### src/rtl/sbsc_pkg.sv
// Package with widths, lane layout, burst modes and command encodings for the SRAM input front end.
package sbsc_pkg;
   localparam int SBSC_LANES = 8;
   localparam int SBSC_LANE_BITS = 8;
   localparam int SBSC_DATA_BITS = 64;
   localparam int SBSC_ADDR_BITS = 20;
   localparam int SBSC_BURST_BITS = 2;
   localparam int SBSC_FIFO_DEPTH = 32;
   localparam int SBSC_MEM_WORDS = 16;
   localparam logic [1:0] SBSC_BURST_ONE = 2'h1;
   localparam logic [7:0] SBSC_LANES_ALL_OFF = 8'hff;
   // Burst order from the strap: high or floating is interleaved, low is linear.
   localparam logic SBSC_ORDER_INTERLEAVED = 1'h1;

   typedef enum logic [2:0] {
      SBSC_CMD_IDLE = 3'h1,
      SBSC_CMD_WRITE = 3'h2,
      SBSC_CMD_ADV = 3'h4
   } sbsc_cmd_t;

   // Next burst address in either order; used by the SRAM end only.
   function automatic logic [1:0] sbsc_next_burst(input logic [1:0] start,
                                                   input logic [1:0] step,
                                                   input logic interleaved);
      logic [1:0] nstep;
      nstep = step + SBSC_BURST_ONE;
      if (interleaved) begin
         sbsc_next_burst = start ^ nstep;
      end else begin
         sbsc_next_burst = start + nstep;
      end
   endfunction
endpackage

### src/rtl/sbsc_bus_if.sv
// Interface joining the memory controller end to the SRAM input front end.
`timescale 1ns/1ps
interface sbsc_bus_if;
   logic clock_qualify_n;
   logic [19:0] addr;
   logic advance_or_load_n;
   logic write_en_n;
   logic chip_select_first_n;
   logic [7:0] byte_write_sel_n;
   logic [63:0] data_from_ctrl;
   logic [7:0] parity_from_ctrl;
   logic [63:0] data_from_sram;
   logic [7:0] parity_from_sram;
   logic [7:0] sram_drive_en;
   modport ctrl (
      output clock_qualify_n, addr, advance_or_load_n, write_en_n, chip_select_first_n,
      output byte_write_sel_n, data_from_ctrl, parity_from_ctrl,
      input data_from_sram, parity_from_sram, sram_drive_en
   );
   modport sram (
      input clock_qualify_n, addr, advance_or_load_n, write_en_n, chip_select_first_n,
      input byte_write_sel_n, data_from_ctrl, parity_from_ctrl,
      output data_from_sram, parity_from_sram, sram_drive_en
   );
endinterface

### src/rtl/sbsc_sram_end.sv
// SRAM end: registered control inputs, burst counter, byte-lane writes, output masking.
//Contract
//- Capture all address bits on rising edge.
//- Byte selects active low, need write enable.
//- Eight lanes each gate byte and parity.
//- Write enable sampled only when qualified.
//- Controller drives write enable low to write.
//- Advance high steps the burst counter.
//- Advance low loads a new address.
//- After deselect controller must load address.
//- Qualifier high holds all state, no deselect; the code still takes the strap on the first edge after reset.
//- Strap selects interleaved or linear order.
//- Outputs off on write, deselect, first cycle.
//- Only qualified edges capture inputs; the code takes the strap on the first edge after reset, qualified or not.
`timescale 1ns/1ps
module sbsc_sram_end
   import sbsc_pkg::*;
#(
   parameter int WORDS = SBSC_MEM_WORDS
) (
   // Clock and reset.
   input wire logic clk_in,
   input wire logic rstn_in,
   // Static burst order strap and read request.
   input wire logic burst_order_in,
   input wire logic read_en_n_in,
   // Bus.
   sbsc_bus_if.sram bus,
   // Status.
   output logic [19:0] cur_addr_out,
   output logic write_pulse_out
);
   localparam int IW = $clog2(WORDS);
   logic qual;
   logic [19:0] base_addr, next_base_addr;
   logic [1:0] step, next_step;
   logic selected, next_selected;
   logic was_selected, next_was_selected;
   logic wr_cycle, next_wr_cycle;
   logic [7:0] lanes, next_lanes;
   logic strap, next_strap, strap_taken, next_strap_taken;
   logic [63:0] mem_data [WORDS];
   logic [7:0] mem_par [WORDS];
   logic [63:0] rdata, next_rdata;
   logic [7:0] rpar, next_rpar;
   logic [19:0] eff_addr;
   logic [IW-1:0] idx;
   logic [19:0] wr_addr;
   logic [IW-1:0] wr_idx;

   assign qual = !bus.clock_qualify_n;
   assign eff_addr = {base_addr[19:2],
                      strap ? base_addr[1:0] ^ step : 2'(base_addr[1:0] + step)};
   assign idx = eff_addr[IW-1:0];
   // A write lands at the address that this same edge loads or advances to.
   assign wr_addr = bus.advance_or_load_n
                    ? {base_addr[19:2], sbsc_next_burst(base_addr[1:0], step, strap)}
                    : bus.addr;
   assign wr_idx = wr_addr[IW-1:0];

   always_comb begin
      next_base_addr = base_addr;
      next_step = step;
      next_selected = selected;
      next_was_selected = was_selected;
      next_wr_cycle = wr_cycle;
      next_lanes = lanes;
      next_strap = strap;
      next_strap_taken = 1'b1;
      next_rdata = rdata;
      next_rpar = rpar;
      if (!strap_taken) begin
         next_strap = burst_order_in;
      end
      if (qual) begin
         next_was_selected = selected;
         next_selected = !bus.chip_select_first_n;
         if (!bus.chip_select_first_n) begin
            if (bus.advance_or_load_n) begin
               next_step = sbsc_next_burst(2'h0, step, 1'b0);
            end else begin
               next_base_addr = bus.addr;
               next_step = '0;
            end
         end
         next_wr_cycle = !bus.write_en_n && !bus.chip_select_first_n;
         next_lanes = bus.write_en_n ? SBSC_LANES_ALL_OFF : bus.byte_write_sel_n;
         next_rdata = mem_data[idx];
         next_rpar = mem_par[idx];
      end
   end

   always_ff @(posedge clk_in or negedge rstn_in) begin
      if (!rstn_in) begin
         base_addr <= '0;
         step <= '0;
         selected <= 1'b0;
         was_selected <= 1'b0;
         wr_cycle <= 1'b0;
         lanes <= SBSC_LANES_ALL_OFF;
         strap <= SBSC_ORDER_INTERLEAVED;
         strap_taken <= 1'b0;
         rdata <= '0;
         rpar <= '0;
      end else begin
         base_addr <= next_base_addr;
         step <= next_step;
         selected <= next_selected;
         was_selected <= next_was_selected;
         wr_cycle <= next_wr_cycle;
         lanes <= next_lanes;
         strap <= next_strap;
         strap_taken <= next_strap_taken;
         rdata <= next_rdata;
         rpar <= next_rpar;
      end
   end

   // Write data lands on the same qualified edge as the command, lane by lane.
   always_ff @(posedge clk_in) begin
      for (int l = 0; l < SBSC_LANES; l++) begin
         if (qual && !bus.write_en_n && !bus.chip_select_first_n
             && !bus.byte_write_sel_n[l]) begin
            mem_data[wr_idx][l*SBSC_LANE_BITS +: SBSC_LANE_BITS] <=
               bus.data_from_ctrl[l*SBSC_LANE_BITS +: SBSC_LANE_BITS];
            mem_par[wr_idx][l] <= bus.parity_from_ctrl[l];
         end
      end
   end

   assign bus.data_from_sram = rdata;
   assign bus.parity_from_sram = rpar;
   assign bus.sram_drive_en = (selected && was_selected && !wr_cycle && !read_en_n_in)
                              ? ~SBSC_LANES_ALL_OFF : '0;
   assign cur_addr_out = eff_addr;
   assign write_pulse_out = qual && !bus.write_en_n && !bus.chip_select_first_n;
endmodule

### src/flat_wrapper.sv
// flat-port wrapper written by rule: the top's interface ports become plain ports
module sbsc_sram_end_flat import sbsc_pkg::*;
#(
   parameter int WORDS = SBSC_MEM_WORDS
)
  (clk_in, rstn_in, burst_order_in, read_en_n_in, cur_addr_out, write_pulse_out, bus_clock_qualify_n, bus_addr, bus_advance_or_load_n, bus_write_en_n, bus_chip_select_first_n, bus_byte_write_sel_n, bus_data_from_ctrl, bus_parity_from_ctrl, bus_data_from_sram, bus_parity_from_sram, bus_sram_drive_en);
  sbsc_bus_if bus_i ();
  input wire logic clk_in;
  input wire logic rstn_in;
  input wire logic burst_order_in;
  input wire logic read_en_n_in;
  output logic [19:0] cur_addr_out;
  output logic write_pulse_out;
  input wire logic [$bits(bus_i.clock_qualify_n)-1:0] bus_clock_qualify_n;
  input wire logic [$bits(bus_i.addr)-1:0] bus_addr;
  input wire logic [$bits(bus_i.advance_or_load_n)-1:0] bus_advance_or_load_n;
  input wire logic [$bits(bus_i.write_en_n)-1:0] bus_write_en_n;
  input wire logic [$bits(bus_i.chip_select_first_n)-1:0] bus_chip_select_first_n;
  input wire logic [$bits(bus_i.byte_write_sel_n)-1:0] bus_byte_write_sel_n;
  input wire logic [$bits(bus_i.data_from_ctrl)-1:0] bus_data_from_ctrl;
  input wire logic [$bits(bus_i.parity_from_ctrl)-1:0] bus_parity_from_ctrl;
  output wire logic [$bits(bus_i.data_from_sram)-1:0] bus_data_from_sram;
  output wire logic [$bits(bus_i.parity_from_sram)-1:0] bus_parity_from_sram;
  output wire logic [$bits(bus_i.sram_drive_en)-1:0] bus_sram_drive_en;
  assign bus_i.clock_qualify_n = bus_clock_qualify_n;
  assign bus_i.addr = bus_addr;
  assign bus_i.advance_or_load_n = bus_advance_or_load_n;
  assign bus_i.write_en_n = bus_write_en_n;
  assign bus_i.chip_select_first_n = bus_chip_select_first_n;
  assign bus_i.byte_write_sel_n = bus_byte_write_sel_n;
  assign bus_i.data_from_ctrl = bus_data_from_ctrl;
  assign bus_i.parity_from_ctrl = bus_parity_from_ctrl;
  assign bus_data_from_sram = bus_i.data_from_sram;
  assign bus_parity_from_sram = bus_i.parity_from_sram;
  assign bus_sram_drive_en = bus_i.sram_drive_en;
  sbsc_sram_end #(.WORDS(WORDS)) u_core (.clk_in(clk_in), .rstn_in(rstn_in), .burst_order_in(burst_order_in), .read_en_n_in(read_en_n_in), .bus(bus_i), .cur_addr_out(cur_addr_out), .write_pulse_out(write_pulse_out));
endmodule
### config.mk
export PLATFORM = sky130hd
export DESIGN_NAME = sbsc_sram_end_flat
export DESIGN_NICKNAME = d
export VERILOG_FILES = /design/src/rtl/sbsc_pkg.sv /design/src/rtl/sbsc_bus_if.sv /design/src/rtl/sbsc_sram_end.sv /design/src/flat_wrapper.sv
export SDC_FILE = /design/constraint.sdc
export NUM_CORES = 2
export LEC_CHECK = 0
export BUFFER_PORTS_ARGS = -buffer_cell sky130_fd_sc_hd__buf_2
export CAP_MARGIN = 20
export CORE_UTILIZATION = 60
export CTS_CLUSTER_SIZE = 20
export DETAILED_ROUTE_END_ITERATION = 16
export PLACE_DENSITY = 0.88
export SETUP_SLACK_MARGIN = 0.2
export SLEW_MARGIN = 15
export SYNTH_ARGS = -nofsm -noshare
export SYNTH_HDL_FRONTEND = slang
export SYNTH_SLANG_ARGS = --single-unit
### constraint.sdc
create_clock -name clk_in -period 5.59 [get_ports clk_in]
set_clock_uncertainty 0.1 [all_clocks]
set_input_delay 1.118 -clock clk_in [delete_from_list [all_inputs] [get_ports clk_in]]
set_output_delay 1.118 -clock clk_in [all_outputs]
set_load 0.01 [all_outputs]
==> run_results.csv <==
group,metric,value,unit
timing,worst_slew_pin_slew,1.19,ns
timing,finalMaxSlewViolations,0,
logic_synthesis,synth_ff_type,"edfxtp_1",
setup_path,worstReg2RegStart,"u_core.step[1]$_DFFE_PN0P_",
clock_tree,clock_latency,0.70,ns
setup_path,crit_fanout,9,
final_layout,drive_gt1_share,31.4,%
detailed_routing,viasPerCell,6.74,
final_layout,nNetsFinal,2490,
logic_synthesis,netlist_area,0.0474,mm2
final_layout,area_growth,11.5,%
setup_path,cp.arrival,4.23,ns
setup_path,end_kind,"register",
placed_design,place_area,0.0491,mm2
floorplan,core,0.0778,mm2
run,max_cap_violations,0,
setup_path,worstSetupStartpoint,"u_core.step[1]$_DFFE_PN0P_",
placed_design,gp_congestion,0.804,
floorplan,die_h,283,um
placed_design,dp_hpwl,63600,um
timing,fin_crit,4.03,ns
grt,use_met1,35.9,%
clock_tree,tritoncts,"done",
timing,min_period_over_period,72.1,%
logic_synthesis,synthArstFlopShare,7.69,%
grt,grt.total_usage,28.6,%
grt,first_global_vias,25012,
detailed_routing,drt_iter0_drc,2960,
clock_tree,postCtsSetupBuffers,0,
final_layout,multiInputGateArea,0.00966,mm2
timing,relSlewSlack,20.2,%
logic_synthesis,synth_seq_cells,1248,
logic_synthesis,ys_warn_count,0,
final_layout,fill_cells,4421,
clock_tree,postCtsHoldBufs,0,
clock_tree,numCtsBuffers,113,
grt,grt_max_degree,135,
grt,overflow,0,
worst_hold_path,hold_path.class,"reg -> reg",
detailed_routing,wl_per_cell,32.3,um
final_layout,post-route-cell-area,0.0529,mm2
floorplan,std_cell_rows,102,
floorplan,io-pin-count,209,
setup_path,cp_data_required_time,5.80,ns
timing,final-setup-viol-count,0,
grt,grt_antenna_before_repair,5,
final_layout,regArea,0.0370,mm2
detailed_routing,num_vias,23744,
clock_tree,cts_sinks,1248,
detailed_routing,dr.pass1.iters,6,
timing,fin_setup_tns,0,ns
grt,gr-usage-met3,5.49,%
clock_tree,clockBufferDepth,3,
pwr,peakVddDrop,0.501,mV
final_layout,final_util,67.9,%
floorplan,start_util,60.9,%
clock_tree,cts_resized,0,
clock_tree,ctsRootBufferMaster,"clkbuf_16",
floorplan,die-area,0.0801,mm2
placed_design,portBuffers,199,
grt,grt_busiest_layer,"met2",
timing,fmax,248,MHz
pwr,power_density,441,mW/mm2
final_layout,final-instance-count-excl-fill,3523,
timing,final-hold-violation-count,0,
clock_tree,clkSlewWorstSetupHoldPaths,0.06,ns
logic_synthesis,syn_avg_cell_area,21.6,um2
pwr,p_leak,16.9,nW
placed_design,place_inst,3303,
run_status,status,"complete, no violations",
logic_synthesis,synthesis.instances,2191,
logic_synthesis,synth_edf_count,1152,
clock_tree,ctsHtreeMaxLevel,3,
floorplan,die_w,283,um
setup_path,start_kind,"register",
worst_hold_path,worstHoldStart,"u_core.base_addr[15]$_DFFE_PN0P_",
grt,use_met2,48.1,%
detailed_routing,route.detailed.drc,0,
detailed_routing,ant_nets,0,
timing,rsz0062_at_grt,"no",
detailed_routing,wirelength,114000,um
setup_path,path_class,"reg -> reg",
logic_synthesis,ys_seq_area_share,78.0,%
logic_synthesis,synth_cell_types,34,
grt,grt_pass1_wl,166000,um
[path summary, 6_finish.rpt]
check,endpoint,slack [ns],depth (start not counted)
max,u_core.mem_data[12][21]$_DFFE_PP_,1.56,5
min,u_core.base_addr[15]$_DFFE_PN0P_,0.41,1
max reg2reg,u_core.mem_data[12][21]$_DFFE_PP_,1.56,5
max in group asynchronous,u_core.bus.data_from_sram[12]$_DFFE_PN0N_,3.59,2
min in group asynchronous,u_core.base_addr[13]$_DFFE_PN0P_,0.47,1
min reg2reg,u_core.base_addr[15]$_DFFE_PN0P_,0.41,1
[cell type report]
| type | count | share of cell area [%] |
|---|---|---|
| flip-flops and latches | 1248 | 70.0 |
| multi-input cells | 794 | 18.3 |
| clock buffers | 166 | 5.99 |
| well taps | 1040 | 2.46 |
| repair buffers | 216 | 2.22 |
| clock inverters | 50 | 0.999 |
| inverters | 7 | 0.0521 |
| diodes | 2 | 0.00947 |
[power by group]
part,internal (mW),switching [mW],leakage [nW]
Clock,4.36,3.39,1.79
Sequential,10.5,0.297,11.4
Combinational,2.18,2.52,3.65
Total,17.1,6.21,16.9
[cells in the mapped netlist (6+ instances only)]
master	n	area, um2
edfxtp_1	1152	34600
mux4_2	288	6490
nor2_1	204	766
o22ai_1	144	901
dfrtp_1	95	2380
mux2_2	92	1040
clkbuf_1	56	210
buf_2	38	190
buf_4	38	285
nand2_1	17	63.8
buf_1	12	45.0
nand2b_1	8	50.1
inv_1	6	22.5
[kinds of logic after synthesis]
logic type	synth area share, %
and+or+nand+nor	2.04
other	0.0158
xor gates and xnor gates	0.140
AOI/OAI and AO/OA	2.13
buffers and inverters	1.72
adders and majority gates	0.0528
muxes	15.9
DFF	78.0
[layout by cell type, fill, tap and decap left out, types with 8 or more instances in the layout]
cell type and count:
buf_2 198, buf_4 14, bufinv_16 9, clkbuf_1 39
clkbuf_16 113, clkbuf_8 14, clkinv_1 12, clkinv_2 15
conb_1 9, dfrtp_1 94, edfxtp_1 1152, mux2_2 92
mux4_2 288, nand2_1 16, nand2b_1 8, nor2_1 204
o22ai_1 144
[critical path: stages, from the launching register on]
cell and delay [ns]:
dfrtp_1 0.46, xnor2_2 0.36, xnor3_1 0.51, o2bb2ai_2 0.31, nand2_1 0.77, nor2_1 1.13
[sequential cells by signal (all words and copies together) (netlist names)]
register,count
u_core.bus.parity_from_sram,8
u_core.mem_data,1024
u_core.base_addr,20
u_core.step,2
u_core.mem_par,128
u_core.strap_taken,1
u_core.bus.data_from_sram,64
u_core.strap,1
[per-stage QoR]
step | power, mW | hold WS [ns] | setup WS [ns]
5_1_grt | 23.9 | 0.429 | 1.59
3_5_place_dp | 15.6 | 0.394 | 1.42
2_1_floorplan | 14.2 | 0.378 | 2.45
3_3_place_gp | 15.4 | 0.385 | 1.45
6_report | 23.3 | 0.406 | 1.56
4_1_cts | 23.3 | 0.412 | 1.79
[layer usage]
layer	part of all wire [%]	vias to the layer above
met5	0.040	-
met4	5.2	8
met3	9.5	323
met2	51	1762
met1	34	12254
li1	-	9397
Power figures use the tool's default switching activity.
